`config.mk`:
```
export PLATFORM = sky130hd
export DESIGN_NAME = sync_serial_port
export DESIGN_NICKNAME = d
export VERILOG_FILES = /design/src/ssp_pkg.sv /design/src/pin_sync_if.sv /design/src/pin_sampler.sv /design/src/sync_serial_port.sv
export SDC_FILE = /design/constraint.sdc
export NUM_CORES = 1
export LEC_CHECK = 0
export BUFFER_PORTS_ARGS = -buffer_cell sky130_fd_sc_hd__buf_2
export CORE_MARGIN = 2
export CORE_UTILIZATION = 55
export DETAILED_ROUTE_END_ITERATION = 10
export GPL_TIMING_DRIVEN = 0
export PLACE_DENSITY_LB_ADDON = 0.08
export SETUP_SLACK_MARGIN = 0.02
export SYNTH_ARGS = -nofsm -noshare
export SYNTH_HDL_FRONTEND = slang
export SYNTH_SLANG_ARGS = --single-unit
```
`constraint.sdc`:
```
create_clock -name clk -period 4.8 [get_ports clk]
set_input_delay 0.48 -clock clk [delete_from_list [all_inputs] [get_ports clk]]
set_output_delay 0.48 -clock clk [all_outputs]
set_load 0.03 [all_outputs]
```
`src/ssp_pkg.sv`:
```
// serial port constants and states
`default_nettype none

package ssp_pkg;

    // pin bit positions
    localparam int PIN_SCK = 0;
    localparam int PIN_SDI = 1;
    localparam int PIN_SS  = 2;
    localparam int PIN_SCL = 3;
    localparam int PIN_SDA = 4;
    localparam int PIN_W   = 5;

    // master sck half periods
    localparam logic [5:0] HALF_DIV4  = 6'h02;
    localparam logic [5:0] HALF_DIV16 = 6'h08;
    localparam logic [5:0] HALF_DIV64 = 6'h20;

    // bit and edge counts of one byte
    localparam logic [3:0] BYTE_BITS    = 4'h8;
    localparam logic [3:0] ACK_BIT      = 4'h9;
    localparam logic [4:0] MASTER_EDGES = 5'h10;

    // mask reset, general call address
    localparam logic [7:0] MASK_RESET    = 8'hFF;
    localparam logic [7:0] GEN_CALL_ADDR = 8'h00;

    typedef enum logic [1:0] {
        SPI_IDLE = 2'h1,
        SPI_XFER = 2'h2
    } spi_st_e;

    typedef enum logic [4:0] {
        I2C_IDLE = 5'h01,
        I2C_ADDR = 5'h02,
        I2C_DATA = 5'h04,
        I2C_ACK  = 5'h08,
        I2C_SKIP = 5'h10
    } i2c_st_e;

endpackage

`default_nettype wire

```
`src/pin_sync_if.sv`:
```
// raw pins in, levels and edges out
`default_nettype none

interface pin_sync_if #(
    parameter int W = 5
);
    logic [W-1:0] raw;
    logic [W-1:0] lvl;
    logic [W-1:0] rise;
    logic [W-1:0] fall;

    modport sampler (input raw, output lvl, output rise, output fall);
    modport user    (output raw, input lvl, input rise, input fall);
endinterface

`default_nettype wire

```
`src/pin_sampler.sv`:
```
// two-flop synchroniser, edge detect
`default_nettype none

module pin_sampler #(
    parameter int W = 5
) (
    input  wire logic       clk,
    input  wire logic       rst_n,
    pin_sync_if.sampler     pins
);

    if (W < 1) begin : g_bad_width
        $error("pin_sampler needs at least one pin");
    end

    typedef struct packed {
        logic [W-1:0] meta;
        logic [W-1:0] sync;
        logic [W-1:0] last;
    } smp_s;

    smp_s s_reg;
    smp_s s_next;

    // meta feeds only sync
    always_comb begin
        s_next      = s_reg;
        s_next.meta = pins.raw;
        s_next.sync = s_reg.meta;
        s_next.last = s_reg.sync;
    end

    always_ff @(posedge clk or negedge rst_n) begin
        if (!rst_n) begin
            s_reg <= '0;
        end else begin
            s_reg <= s_next;
        end
    end

    // settled stage vs delayed copy
    assign pins.lvl  = s_reg.sync;
    assign pins.rise = s_reg.sync & ~s_reg.last;
    assign pins.fall = ~s_reg.sync & s_reg.last;

endmodule

`default_nettype wire

```
`src/sync_serial_port.sv`:
```
// spi engine and i2c address matcher
//
// Notes on behaviour
// port works only while enable bit set
// software sets pin directions to match role; the port drives its own output enables
// spi setup from control and status bits
// master, slave, polarity, sample, edge, rate, select
// shift register moves data msb first
// full byte goes to buffer, flags set
// next byte shifts while old unread
// buffer write during transfer sets collision
// writes fail while collision flag set
// reading buffer clears full flag
// shift register reached only through buffer
// general call address zero acked when enabled
// general call raises port interrupt flag
// ten-bit general call keeps update flag
// address hold stretches clock after eighth fall
// zero mask bits make address don't-care
// address mask resets to all ones
// mask covers low address byte only
// master buffer write starts eight-clock transfer
`default_nettype none

module sync_serial_port (
    input  wire logic       clk,
    input  wire logic       rst_n,
    // control bits
    input  wire logic       port_enable_bit,
    input  wire logic       i2c_mode,
    input  wire logic       master_mode,
    input  wire logic       clk_idle_high,
    input  wire logic       sample_at_end,
    input  wire logic       tx_on_trail_edge,
    input  wire logic [1:0] clk_rate_sel,
    input  wire logic       slave_select_en,
    input  wire logic       ten_bit_mode,
    input  wire logic       general_call_enable,
    input  wire logic       address_hold_enable,
    input  wire logic       ack_value_bit,
    input  wire logic [7:0] own_address_reg,
    // software strobes
    input  wire logic       buf_wr,
    input  wire logic [7:0] buf_wdata,
    input  wire logic       buf_rd,
    input  wire logic       int_flag_clr,
    input  wire logic       collision_clr,
    input  wire logic       upd_addr_clr,
    input  wire logic       ack_release,
    input  wire logic       mask_wr,
    input  wire logic [7:0] mask_wdata,
    // pins
    input  wire logic       sck_in,
    input  wire logic       serial_data_in,
    input  wire logic       ss_n_in,
    input  wire logic       scl_in,
    input  wire logic       sda_in,
    // status
    output logic [7:0]      data_buffer,
    output logic            buffer_full_flag,
    output logic            port_interrupt_flag,
    output logic            write_collision_flag,
    output logic            update_address_flag,
    output logic            general_call_flag,
    output logic            busy,
    output logic [7:0]      address_mask_reg,
    // pin drivers
    output logic            sck_out,
    output logic            sck_oe,
    output logic            serial_data_out,
    output logic            serial_data_out_oe,
    output logic            scl_out,
    output logic            scl_oe,
    output logic            sda_out,
    output logic            sda_oe
);

    typedef struct packed {
        ssp_pkg::spi_st_e spi;
        ssp_pkg::i2c_st_e i2c;
        logic [7:0]       shreg;
        logic [7:0]       dbuf;
        logic [3:0]       cnt;
        logic [3:0]       icnt;
        logic [5:0]       div;
        logic [4:0]       edges;
        logic             sck;
        logic             sck_oe;
        logic             dout;
        logic             dout_oe;
        logic             full;
        logic             irq;
        logic             collide;
        logic             upd_addr;
        logic             gcall;
        logic             hold;
        logic             ten_lo;
        logic             scl_oe;
        logic             sda_oe;
        logic             od_lvl;
        logic [7:0]       mask;
    } port_s;

    // idle, mask transparent
    localparam port_s RESET_STATE = '{
        spi: ssp_pkg::SPI_IDLE,
        i2c: ssp_pkg::I2C_IDLE,
        shreg: 8'h00,
        dbuf: 8'h00,
        cnt: 4'h0,
        icnt: 4'h0,
        div: 6'h00,
        edges: 5'h00,
        sck: 1'b0,
        sck_oe: 1'b0,
        dout: 1'b0,
        dout_oe: 1'b0,
        full: 1'b0,
        irq: 1'b0,
        collide: 1'b0,
        upd_addr: 1'b0,
        gcall: 1'b0,
        hold: 1'b0,
        ten_lo: 1'b0,
        scl_oe: 1'b0,
        sda_oe: 1'b0,
        od_lvl: 1'b0,
        mask: ssp_pkg::MASK_RESET
    };

    port_s s_reg;
    port_s s_next;

    pin_sync_if #(.W(ssp_pkg::PIN_W)) ps ();

    // pins synchronised before use
    assign ps.raw[ssp_pkg::PIN_SCK] = sck_in;
    assign ps.raw[ssp_pkg::PIN_SDI] = serial_data_in;
    assign ps.raw[ssp_pkg::PIN_SS]  = ss_n_in;
    assign ps.raw[ssp_pkg::PIN_SCL] = scl_in;
    assign ps.raw[ssp_pkg::PIN_SDA] = sda_in;

    pin_sampler #(.W(ssp_pkg::PIN_W)) u_pins (
        .clk   (clk),
        .rst_n (rst_n),
        .pins  (ps.sampler)
    );

    // master half period
    function automatic logic [5:0] rate_half(input logic [1:0] sel);
        case (sel)
            2'h0:    rate_half = ssp_pkg::HALF_DIV4;
            2'h1:    rate_half = ssp_pkg::HALF_DIV16;
            default: rate_half = ssp_pkg::HALF_DIV64;
        endcase
    endfunction

    logic [5:0] half;
    logic       spi_on;
    logic       i2c_on;
    logic       selected;
    logic       m_edge;
    logic       lead;
    logic       trail;
    logic       tx_e;
    logic       rx_e;
    logic       start_c;
    logic       stop_c;
    logic       gc_hit;
    logic       m7;
    logic       m10_lo;
    logic       m10_hi;
    logic       matched;

    // address comparators
    always_comb begin
        gc_hit = general_call_enable && (s_reg.shreg == ssp_pkg::GEN_CALL_ADDR);
        m7 = (((s_reg.shreg[7:1] ^ own_address_reg[7:1]) & s_reg.mask[7:1]) == 7'h00);
        m10_lo = (((s_reg.shreg ^ own_address_reg) & s_reg.mask) == 8'h00);
        // ten-bit high byte unmasked
        m10_hi = (s_reg.shreg[7:1] == own_address_reg[7:1]);
        if (gc_hit) begin
            matched = 1'b1;
        end else if (!ten_bit_mode) begin
            matched = m7;
        end else begin
            matched = s_reg.ten_lo ? m10_lo : m10_hi;
        end
    end

    // next state of the whole port
    always_comb begin
        s_next   = s_reg;
        half     = rate_half(clk_rate_sel);
        spi_on   = port_enable_bit && !i2c_mode;
        i2c_on   = port_enable_bit && i2c_mode;
        selected = !slave_select_en || !ps.lvl[ssp_pkg::PIN_SS];
        m_edge   = 1'b0;
        start_c  = ps.fall[ssp_pkg::PIN_SDA] && ps.lvl[ssp_pkg::PIN_SCL];
        stop_c   = ps.rise[ssp_pkg::PIN_SDA] && ps.lvl[ssp_pkg::PIN_SCL];

        // clears first: a same-cycle set wins
        if (buf_rd) begin
            s_next.full = 1'b0;
        end
        if (int_flag_clr) begin
            s_next.irq = 1'b0;
        end
        if (collision_clr) begin
            s_next.collide = 1'b0;
        end
        if (upd_addr_clr) begin
            s_next.upd_addr = 1'b0;
        end
        if (mask_wr) begin
            s_next.mask = mask_wdata;
        end

        // master divider or slave clock edges
        if (master_mode) begin
            if (s_reg.spi == ssp_pkg::SPI_XFER) begin
                if (s_reg.div == half - 6'h01) begin
                    s_next.div   = 6'h00;
                    s_next.sck   = ~s_reg.sck;
                    s_next.edges = s_reg.edges + 5'h01;
                    m_edge       = 1'b1;
                end else begin
                    s_next.div = s_reg.div + 6'h01;
                end
            end
            lead  = m_edge && (s_reg.sck == clk_idle_high);
            trail = m_edge && (s_reg.sck != clk_idle_high);
        end else begin
            lead  = selected && (clk_idle_high ? ps.fall[ssp_pkg::PIN_SCK] : ps.rise[ssp_pkg::PIN_SCK]);
            trail = selected && (clk_idle_high ? ps.rise[ssp_pkg::PIN_SCK] : ps.fall[ssp_pkg::PIN_SCK]);
        end

        // output edge, sample middle or end
        tx_e = tx_on_trail_edge ? trail : lead;
        if (master_mode && sample_at_end) begin
            rx_e = tx_e;
        end else begin
            rx_e = tx_on_trail_edge ? lead : trail;
        end

        if (spi_on) begin
            // in at bottom, out at top
            if (rx_e) begin
                s_next.shreg = {s_reg.shreg[6:0], ps.lvl[ssp_pkg::PIN_SDI]};
                s_next.cnt   = s_reg.cnt + 4'h1;
                s_next.spi   = ssp_pkg::SPI_XFER;
                if (s_reg.cnt == ssp_pkg::BYTE_BITS - 4'h1) begin
                    // next byte may shift in unread
                    s_next.dbuf = s_next.shreg;
                    s_next.full = 1'b1;
                    s_next.irq  = 1'b1;
                    s_next.cnt  = 4'h0;
                    if (!master_mode) begin
                        s_next.spi = ssp_pkg::SPI_IDLE;
                    end
                end
            end
            if (tx_e) begin
                s_next.dout = s_next.shreg[7];
            end
            // master ends after 16 edges
            if (master_mode && m_edge && s_reg.edges == ssp_pkg::MASTER_EDGES - 5'h01) begin
                s_next.spi   = ssp_pkg::SPI_IDLE;
                s_next.edges = 5'h00;
            end
            // deselect drops partial byte
            if (!master_mode && !selected) begin
                s_next.cnt = 4'h0;
                s_next.spi = ssp_pkg::SPI_IDLE;
            end
            // shift register loads via buffer
            if (buf_wr) begin
                if (s_reg.spi == ssp_pkg::SPI_XFER) begin
                    s_next.collide = 1'b1;
                end else if (!s_reg.collide) begin
                    s_next.dbuf  = buf_wdata;
                    s_next.shreg = buf_wdata;
                    s_next.dout  = buf_wdata[7];
                    s_next.cnt   = 4'h0;
                    s_next.div   = 6'h00;
                    s_next.edges = 5'h00;
                    s_next.spi   = ssp_pkg::SPI_XFER;
                end
            end
            s_next.sck_oe  = master_mode;
            s_next.dout_oe = master_mode || selected;
            if (s_next.spi == ssp_pkg::SPI_IDLE) begin
                s_next.sck = clk_idle_high;
            end
        end else begin
            // disabled or in i2c: spi held in reset
            s_next.spi     = ssp_pkg::SPI_IDLE;
            s_next.cnt     = 4'h0;
            s_next.div     = 6'h00;
            s_next.edges   = 5'h00;
            s_next.sck     = clk_idle_high;
            s_next.sck_oe  = 1'b0;
            s_next.dout_oe = 1'b0;
        end

        if (i2c_on) begin
            unique case (s_reg.i2c)
                ssp_pkg::I2C_IDLE, ssp_pkg::I2C_SKIP: begin
                    // wait for start
                end
                ssp_pkg::I2C_ADDR, ssp_pkg::I2C_DATA: begin
                    if (ps.rise[ssp_pkg::PIN_SCL]) begin
                        s_next.shreg = {s_reg.shreg[6:0], ps.lvl[ssp_pkg::PIN_SDA]};
                        s_next.icnt  = s_reg.icnt + 4'h1;
                    end
                    if (ps.fall[ssp_pkg::PIN_SCL] && s_reg.icnt == ssp_pkg::BYTE_BITS) begin
                        if (s_reg.i2c == ssp_pkg::I2C_DATA || matched) begin
                            s_next.dbuf = s_reg.shreg;
                            s_next.full = 1'b1;
                            s_next.irq  = 1'b1;
                            s_next.i2c  = ssp_pkg::I2C_ACK;
                            if (s_reg.i2c == ssp_pkg::I2C_ADDR) begin
                                s_next.gcall = gc_hit;
                                // general call: data follows
                                s_next.upd_addr = s_next.upd_addr | (ten_bit_mode && !gc_hit);
                                s_next.ten_lo   = ten_bit_mode && !gc_hit && !s_reg.ten_lo;
                            end
                            if (s_reg.i2c == ssp_pkg::I2C_ADDR && address_hold_enable) begin
                                s_next.hold   = 1'b1;
                                s_next.scl_oe = 1'b1;
                            end else begin
                                s_next.sda_oe = 1'b1;
                            end
                        end else begin
                            s_next.i2c = ssp_pkg::I2C_SKIP;
                        end
                    end
                end
                ssp_pkg::I2C_ACK: begin
                    // software answers, frees clock
                    if (s_reg.hold && ack_release) begin
                        s_next.hold   = 1'b0;
                        s_next.scl_oe = 1'b0;
                        s_next.sda_oe = !ack_value_bit;
                    end
                    if (!s_reg.hold && ps.rise[ssp_pkg::PIN_SCL]) begin
                        s_next.icnt = s_reg.icnt + 4'h1;
                    end
                    if (!s_reg.hold && ps.fall[ssp_pkg::PIN_SCL] && s_reg.icnt == ssp_pkg::ACK_BIT) begin
                        s_next.sda_oe = 1'b0;
                        s_next.icnt   = 4'h0;
                        s_next.i2c    = s_reg.ten_lo ? ssp_pkg::I2C_ADDR : ssp_pkg::I2C_DATA;
                    end
                end
            endcase
            // start and stop override
            if (start_c) begin
                s_next.i2c    = ssp_pkg::I2C_ADDR;
                s_next.icnt   = 4'h0;
                s_next.ten_lo = 1'b0;
                s_next.hold   = 1'b0;
                s_next.scl_oe = 1'b0;
                s_next.sda_oe = 1'b0;
            end else if (stop_c) begin
                s_next.i2c    = ssp_pkg::I2C_IDLE;
                s_next.icnt   = 4'h0;
                s_next.hold   = 1'b0;
                s_next.scl_oe = 1'b0;
                s_next.sda_oe = 1'b0;
            end
        end else begin
            // never hold bus outside i2c
            s_next.i2c    = ssp_pkg::I2C_IDLE;
            s_next.icnt   = 4'h0;
            s_next.hold   = 1'b0;
            s_next.ten_lo = 1'b0;
            s_next.scl_oe = 1'b0;
            s_next.sda_oe = 1'b0;
        end

        // open-drain pins only ever pull low
        s_next.od_lvl = 1'b0;
    end

    // mask all ones on reset
    always_ff @(posedge clk or negedge rst_n) begin
        if (!rst_n) begin
            s_reg <= RESET_STATE;
        end else begin
            s_reg <= s_next;
        end
    end

    // outputs straight from state
    assign data_buffer          = s_reg.dbuf;
    assign buffer_full_flag     = s_reg.full;
    assign port_interrupt_flag  = s_reg.irq;
    assign write_collision_flag = s_reg.collide;
    assign update_address_flag  = s_reg.upd_addr;
    assign general_call_flag    = s_reg.gcall;
    assign busy                 = s_reg.spi[1]; // one-hot transfer bit
    assign address_mask_reg     = s_reg.mask;
    assign sck_out              = s_reg.sck;
    assign sck_oe               = s_reg.sck_oe;
    assign serial_data_out      = s_reg.dout;
    assign serial_data_out_oe   = s_reg.dout_oe;
    assign scl_out              = s_reg.od_lvl;
    assign scl_oe               = s_reg.scl_oe;
    assign sda_out              = s_reg.od_lvl;
    assign sda_oe               = s_reg.sda_oe;

endmodule

`default_nettype wire

```
==> implementation parameters, run 1 <==
Parameter                              Value

Critical path
  R2r worst-path depth    7
  Critical-path maximum fanout    10
  FF-to-FF setup slack    1980 ps
  CP Class    flop to flop
  Endpoint type of the worst setup path    flop
  Required time worst endpoint    5030 ps
  Critical path startpoint category    flop
  Critical path arrival    3050 ps
  Terminus of the critical flop-to-flop path    data_buffer[4]
  Beginning of the worst register-to-register path    s_reg[29]

Pwr
  Net switching fraction of the power    0.3055
  Net switching component of the power    0.4867 mW
  Internal power summed over all cells    1.106 mW
  Proportion of power drawn by flip-flops and latches    0.471
  VDD IR max    209.1 µV
  Combinational share of power    0.219
  Leakage power summed over all cells    2.300 nW
  Power density of the placed cells    323.0 nW/µm²
  Clock share of power    0.310

Clocking
  Clk Tree Root Cell    sky130_fd_sc_hd__clkbuf_8
  Number of clock sinks    75
  H-tree lvl count    3
  Post-cts repair resize count    0
  Num CTS Buffers    9
  Clock transition at path regs    90 ps
  CTS tree    done
  Worst skew pair latency    350 ps
  Worst-case clock buffer depth    2
  Hold buffers post-CTS    0
  Total setup buffers inserted after CTS    0

Placement
  Count of port buffers added during placement    77
  Routability Congestion    0.9105
  Placement Setup Slack    1718 ps
  Placement Cell Area    4728 µm²
  Post-detail-place hpwl    7020 µm
  Number of placed instances, taps included    598

Synth
  Area share of the largest cell type after synthesis    0.3886
  Top flip-flop cell by instance count after synthesis    sky130_fd_sc_hd__dfrtp_1
  Synthesized area per cell    9.965 µm²
  Fraction of synthesis flops using an asynchronous set or reset pin    1.000
  Post-synthesis register bit count    75
  Cell type with the highest aggregate area in the netlist    sky130_fd_sc_hd__dfrtp_1
  Number of distinct library cell variants in the gate-level netlist after synthesis    66
  Area contributors post-synth    sky130_fd_sc_hd__dfrtp_1, sky130_fd_sc_hd__dfstp_2, sky130_fd_sc_hd__mux2_2, sky130_fd_sc_hd__buf_4, sky130_fd_sc_hd__nand2_1
  Sequential fraction of the synthesis area    0.4514
  Post-synth EDFFs    0
  Most numerous cell in the Yosys netlist    sky130_fd_sc_hd__dfrtp_1
  Most frequent cells after synthesis    sky130_fd_sc_hd__dfrtp_1, sky130_fd_sc_hd__nand2_1, sky130_fd_sc_hd__nor2_1, sky130_fd_sc_hd__o21ai_0, sky130_fd_sc_hd__buf_4
  Synth warnings    0
  Synth Cell Area    4185 µm²
  Cells after synthesis    420

Drt
  Remaining antenna violation count after routing    0
  Total via count after detailed routing    3520
  Via-to-Cell Ratio    5.733
  Total iterations of the first detailed-routing run    5
  Drt initial violations    173
  Per-cell routed wire length    15.85 µm
  Number of DRC violations after detailed routing    0
  Overall routed net length    9731 µm

STA
  Number of setup violations in the final report    0
  Unrepaired setup endpoints after global routing    no
  Number of failing hold endpoints at the final stage    0
  Transition at the pin with the smallest max-transition slack    1036 ps
  FMAX    354.5 MHz
  Period minus WS final    2821 ps
  Worst Skew    12.80 ps
  Fin crit share    0.5877
  Accumulated negative setup slack    0 ps
  Worst rel slew slack    0.3039
  Final Slew Violations    0
  Final worst-path setup slack    1979 ps

Die
  Initial Util    0.5740
  Placement Rows    31
  Area enclosed by the die boundary    8323 µm²
  DIE WIDTH    91.23 µm
  Count of boundary I/O pins    81
  Core footprint    7292 µm²
  Vertical die dimension    91.23 µm

Global routing
  First-pass GRT wire length    16350 µm
  Antenna violations before repair    0
  Total congestion overflow after global routing    0
  Vias in the first global route    3581
  Maximum number of pins on one net before global-route repair    50
  GR Util All Layers    0.2444

Cells and area
  Final Instance Area    4931 µm²
  Largest register FFs    35
  Area growth from synthesis to layout    17.82%
  Antenna fix cells    0
  Number of nets in the finished design    570
  Number of non-filler instances in the completed layout    614
  Fraction of final layout cells with drive strength greater than 1    0.2913

Hold path
  Min-Delay Path Class    input port to asynchronous set/reset pin

Flow run
  Max-cap violation count    0

Outcome
  Outcome    finished, final reports clean
## per-stage QoR
step / hold WS (ps) / utilization / power [mW]
after CTS: 48.36 / 0.6762 / 1.605
after global placement: 333.9 / 0.6443 / 1.098
final: 45.35 / 0.6762 / 1.593
after detailed placement: 336.3 / 0.6484 / 1.109
after global routing: 59.47 / 0.6762 / 1.668
after floorplan: 184.4 / - / 0.9960
## cells in the final DEF, fill, tap and decap left out, drive strengths merged, types with 3 or more instances in the layout
cell type  count
ha             9
nor4           3
and3           3
mux2i          6
a211oi         3
xnor2          7
a2111o         7
a31oi          4
nand4          4
or2            4
buf           98
nor2b          8
nand2b        11
o21a           7
inv           14
xor2          13
nor2          26
a221o          6
nor3          18
o21ai         24
o31ai          3
clkbuf        19
mux2          17
nand3         14
clkinvlp       4
and2          12
nand2         35
a21o           5
dfstp         10
dfrtp         65
a21oi         14
## worst max-delay path: stages, from the launching register on
cell                       delay, ps
sky130_fd_sc_hd__dfrtp_1         430
sky130_fd_sc_hd__or4_1           530
sky130_fd_sc_hd__a2111o_1        500
sky130_fd_sc_hd__nor3_4          350
sky130_fd_sc_hd__buf_6           200
sky130_fd_sc_hd__nor3_1           60
sky130_fd_sc_hd__a2111o_1        370
sky130_fd_sc_hd__mux2_2          260
## power by group through the flow
stage	sequential (mW)	clock, mW	combinational, mW
4_1_cts	0.749	0.505	0.351
3_5_place_dp	0.760	0	0.349
3_3_place_gp	0.759	0	0.339
6_report	0.750	0.494	0.349
2_1_floorplan	0.748	0	0.248
5_1_grt	0.757	0.531	0.379
## routing by layer
metal,vias up,global-route usage,part of all wire,wire (µm)
met5,-,0,0,0
met4,0,0.1023,0.010,101
met3,9,0.03568,0.055,534
met2,113,0.4173,0.50,4835
met1,1712,0.3110,0.44,4260
li1,1686,-,-,-
## final cells by class
class / instances / area [µm²]
buffer: 29 / 191.4
clock buffer: 10 / 137.6
clock inverter: 6 / 65.06
fill: 610 / 2361
inverter: 14 / 52.55
multi-input combinational: 303 / 2056
sequential: 75 / 1889
tap: 99 / 123.9
timing repair buffer: 78 / 415.4
## cell families after synthesis
kind of cell,count (synthesis),synth area share
compound gates,97,0.1668
xor+xnor,21,0.04723
fa+ha+maj,9,0.02691
buf+inv,43,0.05830
flops,75,0.4514
mux,23,0.06009
other cells,1,0.0008960
simple gates,151,0.1883
## worst max-delay path by stage
stage | startpoint | end | slack, ps | cells past startpoint
5_1_grt | s_reg[29] | data_buffer[3] | 1880 | 7
3_5_place_dp | clk_rate_sel[1] | data_buffer[4] | 1720 | 9
2_1_floorplan | clk_rate_sel[1] | data_buffer[2] | 2060 | 9
3_3_place_gp | clk_rate_sel[1] | data_buffer[1] | 1760 | 9
6_report | s_reg[29] | data_buffer[4] | 1980 | 7
4_1_cts | s_reg[29] | data_buffer[4] | 1980 | 7
Note: power is estimated with default switching activity, not from simulation.
==> inputs of run 2 (changes only) <==
Settings changed: CORE_UTILIZATION 55 to 50.
Clock period 4.8 ns to 2.4 ns, I/O delays scaled along.
==> implementation parameters, run 2 (synthesized netlist as in run 1, its figures left out) <==
Parameter                              Value

Outcome
  Outcome    finished, violations left
  Violations in the final reports    negative setup slack

Clocking
  Worst skew pair latency    360 ps
  Clk Tree Root Cell    sky130_fd_sc_hd__clkbuf_8
  H-tree lvl count    3
  Number of clock sinks    75
  CTS tree    done
  Worst-case clock buffer depth    2
  Clock transition at path regs    80 ps
  Num CTS Buffers    9

STA
  Period minus WS final    2483 ps
  Final Slew Violations    0
  Number of setup violations in the final report    13
  Worst Skew    8.376 ps
  Transition at the pin with the smallest max-transition slack    1074 ps
  Fin crit share    1.035
  Worst rel slew slack    0.2783
  Unrepaired setup endpoints after global routing    yes
  Number of failing hold endpoints at the final stage    0
  FMAX    402.7 MHz
  Final worst-path setup slack    -83.46 ps

Cells and area
  Area growth from synthesis to layout    25.71%
  Fraction of final layout cells with drive strength greater than 1    0.3408
  Number of nets in the finished design    589
  Most frequent cells in the layout    sky130_fd_sc_hd__buf_2, sky130_fd_sc_hd__dfrtp_1, sky130_fd_sc_hd__nand2_1, sky130_fd_sc_hd__buf_4, sky130_fd_sc_hd__nor2_1
  Antenna fix cells    0
  Post-layout utilization of the core    0.6436
  Most common cell after layout, fill and taps aside    sky130_fd_sc_hd__buf_2
  Largest register FFs    35

Pwr
  Power density of the placed cells    635.0 nW/µm²
  VDD IR max    415.4 µV
  Leakage power summed over all cells    2.468 nW

Critical path
  Crit path capture    data_buffer[6]
  Critical-path maximum fanout    6
  Terminus of the critical flop-to-flop path    data_buffer[6]
  Required time worst endpoint    2640 ps
  FF-to-FF setup slack    -80 ps
  CP Class    flop to flop
  Critical path startpoint category    flop
  Endpoint type of the worst setup path    flop
  R2r worst-path depth    7
  Beginning of the worst register-to-register path    s_reg[28]
  Worst setup startpoint    s_reg[28]
  Critical path arrival    2730 ps

Global routing
  Maximum number of pins on one net before global-route repair    56
  Vias in the first global route    3595
  First-pass GRT wire length    16740 µm
  Antenna violations before repair    0
  Total congestion overflow after global routing    0
  GR Util All Layers    0.2374

Placement
  Post-detail-place hpwl    7115 µm
  Routability Congestion    0.8503
  Placement Setup Slack    -383.1 ps
  Count of port buffers added during placement    77

Die
  Vertical die dimension    95.49 µm
  Count of boundary I/O pins    81
  Area enclosed by the die boundary    9118 µm²
  Core footprint    8175 µm²
  Placement Rows    33
  DIE WIDTH    95.49 µm
  Initial Util    0.5119

Drt
  Number of DRC violations after detailed routing    0
  Drt initial violations    181
  Via-to-Cell Ratio    5.537
  Overall routed net length    10050 µm
  Total iterations of the first detailed-routing run    4
  Remaining antenna violation count after routing    0
  Total via count after detailed routing    3538
  Per-cell routed wire length    15.73 µm

Flow run
  Max-cap violation count    0

Hold path
  Min-Delay Path Class    input port to flop
## run 2: cell count changes in the layout (fill, tap and decap cells not counted), sizes merged
cell | previous run | this run
clkbuf | 19 | 16
clkinv | 1 | 2
dlygate4sd3 | 0 | 6
bufinv | 1 | 2
clkinvlp | 4 | 2
buf | 98 | 114
## run 2: where the power goes
part           internal (mW)  switching [mW]  total [mW]
logic                  0.370           0.383       0.753
registers               1.38           0.120        1.50
clock network          0.613           0.477        1.09
total                   2.36           0.980        3.34
## run 2: how the worst min path moves through the flow
| stage | start | to | slack, ps | cells after the start |
|---|---|---|---|---|
| floorplan | rst_n | buffer_full_flag | -60 | 0 |
| global placement | u_pins.s_next[7] | u_pins.pins.lvl[2] | 340 | 0 |
| detailed placement | rst_n | s_reg[29] | 150 | 1 |
| CTS | upd_addr_clr | update_address_flag | 40 | 2 |
| global route | upd_addr_clr | update_address_flag | 40 | 2 |
| finish | upd_addr_clr | update_address_flag | 50 | 2 |
## run 2: final cells by class
type,count,area [µm²]
buffer,27,195.2
clock buffer,10,137.6
clock inverter,6,88.84
fill,726,2914
inverter,14,52.55
multi-input combinational,303,2173
sequential,75,1891
tap,105,131.4
timing repair buffer,99,591.8
## run 2: critical path, stage by stage (launching register included)
cell and delay, ps:
sky130_fd_sc_hd__dfrtp_1 380, sky130_fd_sc_hd__or4_1 470, sky130_fd_sc_hd__a2111o_1 440, sky130_fd_sc_hd__nor3_4 240
sky130_fd_sc_hd__buf_6 170, sky130_fd_sc_hd__nor3_2 40, sky130_fd_sc_hd__a2111o_1 370, sky130_fd_sc_hd__mux2_4 260
## run 2: routing by layer
layer / GRT usage / wire (µm)
met1: 0.3129 / 4557
met2: 0.3873 / 4899
met3: 0.03874 / 407
met4: 0.1024 / 184
met5: 0 / 0
## run 2: what timing repair did
action	4_1_cts	5_1_grt
pin swaps	16	6
endpoints found under the hold margin	25	0
resized for setup	20	9
endpoints found under the setup margin	24	34
hold buffers	6	0
buffers inserted	10	5
## run 2: per-stage QoR
step           cells  total power [mW]  TNS (ps)  instance area [µm²]  hold WS, ps
2_1_floorplan    421             2.008    -232.1                 4215       -55.59
3_3_place_gp     603             2.219     -5332                 4732        336.2
3_5_place_dp     604             2.233     -5882                 4762        151.6
4_1_cts          636             3.368     -1982                 5195        37.75
5_1_grt          639             3.510     -1960                 5261        40.25
6_report         639             3.341    -473.9                 5261        52.83
==> inputs of run 3 (changes only) <==
Settings changed: CORE_UTILIZATION 50 to 52, CTS_BUF_LIST from default to sky130_fd_sc_hd__clkbuf_2 sky130_fd_sc_hd__clkbuf_4 sky130_fd_sc_hd__clkbuf_8.
==> implementation parameters, run 3 (synthesized netlist as in run 1, its figures left out) <==
Parameter                              Value

Outcome
  Outcome    finished, violations left
  Violations in the final reports    negative setup slack

Cells and area
  Area growth from synthesis to layout    24.57%
  Number of nets in the finished design    587
  Largest register FFs    35
  Most common cell after layout, fill and taps aside    sky130_fd_sc_hd__buf_2
  Most frequent cells in the layout    sky130_fd_sc_hd__buf_2, sky130_fd_sc_hd__dfrtp_1, sky130_fd_sc_hd__nand2_1, sky130_fd_sc_hd__buf_4, sky130_fd_sc_hd__nor2_1
  Fraction of final layout cells with drive strength greater than 1    0.3371
  Number of non-filler instances in the completed layout    633
  Final Instance Area    5214 µm²
  Antenna fix cells    0

Die
  Vertical die dimension    93.72 µm
  Initial Util    0.5388
  DIE WIDTH    93.72 µm
  Placement Rows    32
  Core footprint    7767 µm²
  Count of boundary I/O pins    81
  Area enclosed by the die boundary    8783 µm²

Flow run
  Max-cap violation count    0

STA
  Worst rel slew slack    0.4142
  Final Slew Violations    0
  Fin crit share    1.063
  Unrepaired setup endpoints after global routing    yes
  FMAX    392.0 MHz
  Worst Skew    12.76 ps
  Final worst-path setup slack    -150.8 ps
  Number of failing hold endpoints at the final stage    0
  Transition at the pin with the smallest max-transition slack    869.5 ps
  Period minus WS final    2551 ps
  Number of setup violations in the final report    17

Critical path
  CP Class    flop to flop
  Required time worst endpoint    2630 ps
  Delay of the slowest critical-path stage    460 ps
  Crit-path leading delay family    simple AND/OR/NAND/NOR gates
  Critical-path maximum fanout    6
  Buf+Inv Stages, Crit Path    1
  Sequence of cells on the critical path    or4_1 -> a2111o_1 -> nor3_4 -> buf_6 -> nor3_1 -> a2111o_1 -> mux2_4
  Critical path startpoint category    flop
  Critical path arrival    2780 ps
  Endpoint type of the worst setup path    flop
  Crit-path most repeated cell    sky130_fd_sc_hd__a2111o_1
  FF-to-FF setup slack    -150 ps
  Slowest-stage cell, CP    sky130_fd_sc_hd__or4_1

Placement
  Routability Congestion    0.8573
  Post-detail-place hpwl    6901 µm
  Placement Cell Area    4758 µm²
  Number of placed instances, taps included    601
  Count of port buffers added during placement    77

Global routing
  GR Util All Layers    0.2351
  Total congestion overflow after global routing    0
  Maximum number of pins on one net before global-route repair    59
  First-pass GRT wire length    16330 µm
  Vias in the first global route    3517
  Antenna violations before repair    0

Pwr
  Leakage power summed over all cells    2.468 nW
  Power density of the placed cells    621.1 nW/µm²
  VDD IR max    377.2 µV

Clocking
  Clock transition at path regs    80 ps
  Worst-case clock buffer depth    2
  H-tree lvl count    3
  Num CTS Buffers    9
  Worst skew pair latency    350 ps
  CTS tree    done
  Number of clock sinks    75
  Clk Tree Root Cell    sky130_fd_sc_hd__clkbuf_8

Drt
  Per-cell routed wire length    15.85 µm
  Remaining antenna violation count after routing    0
  Via-to-Cell Ratio    5.651
  Overall routed net length    10030 µm
  Number of DRC violations after detailed routing    0
  Total via count after detailed routing    3577
  Total iterations of the first detailed-routing run    7
  Drt initial violations    222

Hold path
  Min-Delay Path Class    input port to flop
==> run 3: layout make-up <==
class | instances | area, µm²
fillers | 634 | 2554
multi-input cells | 303 | 2176
flip-flops and latches | 75 | 1889
repair buffers | 95 | 569.3
plain buffers | 29 | 202.7
clock buffers | 11 | 145.1
well taps | 102 | 127.6
inverters | 14 | 52.55
clock inverters | 4 | 51.30
==> run 3: what timing repair did <==
item                                   4_1_cts  5_1_grt
pin swaps                                   14        7
setup endpoints to repair                   23       37
endpoints found under the hold margin       20        1
hold buffers                                 5        1
resized for setup                           12       25
setup buffers                                8        3
cloned                                       1        0
==> run 3: per-stage QoR <==
step / utilization / power (mW) / TNS, ps / worst slack (ps) / hold WS [ps]
6_report: 0.6712 / 3.238 / -1708 / -150.8 / 75.31
3_5_place_dp: 0.6126 / 2.234 / -6842 / -428.0 / 134.2
3_3_place_gp: 0.6087 / 2.217 / -5528 / -395.3 / 332.0
5_1_grt: 0.6712 / 3.377 / -3579 / -235.2 / 69.68
4_1_cts: 0.6579 / 3.234 / -2630 / -204.1 / 0.6269
2_1_floorplan: - / 2.008 / -232.1 / -46.91 / -55.59
==> run 3: where the power goes <==
group          switching (mW)  internal, mW  total, mW
clock                   0.472         0.515      0.987
sequential              0.125          1.38       1.50
combinational           0.384         0.364      0.748
==> run 3: final timing paths <==
| kind | from | to | depth (start not counted) |
|---|---|---|---|
| max | s_reg[28] | data_buffer[4] | 7 |
| min | upd_addr_clr | update_address_flag | 2 |
| max reg2reg | s_reg[28] | data_buffer[4] | 7 |
| min reg2reg | u_pins.s_next[5] | u_pins.pins.lvl[0] | 0 |
| max in group asynchronous | rst_n | s_reg[57] | 3 |
| min in group asynchronous | rst_n | s_reg[29] | 2 |
==> run 3: worst reg2reg max path: cells and delay by family, from the launching register on <==
family / cells / cell delay, ps
flip-flops: 1 / 390
multiplexers: 1 / 260
AND/OR/NAND/NOR: 3 / 810
buffers and inverters: 1 / 180
AO/OA/AOI/OAI: 2 / 790
==> run 3: per-layer routing <==
| metal | GRT usage | part of all wire |
|---|---|---|
| met1 | 0.3277 | 0.46 |
| met2 | 0.3708 | 0.47 |
| met3 | 0.03130 | 0.055 |
| met4 | 0.09903 | 0.012 |
| met5 | 0 | 0 |
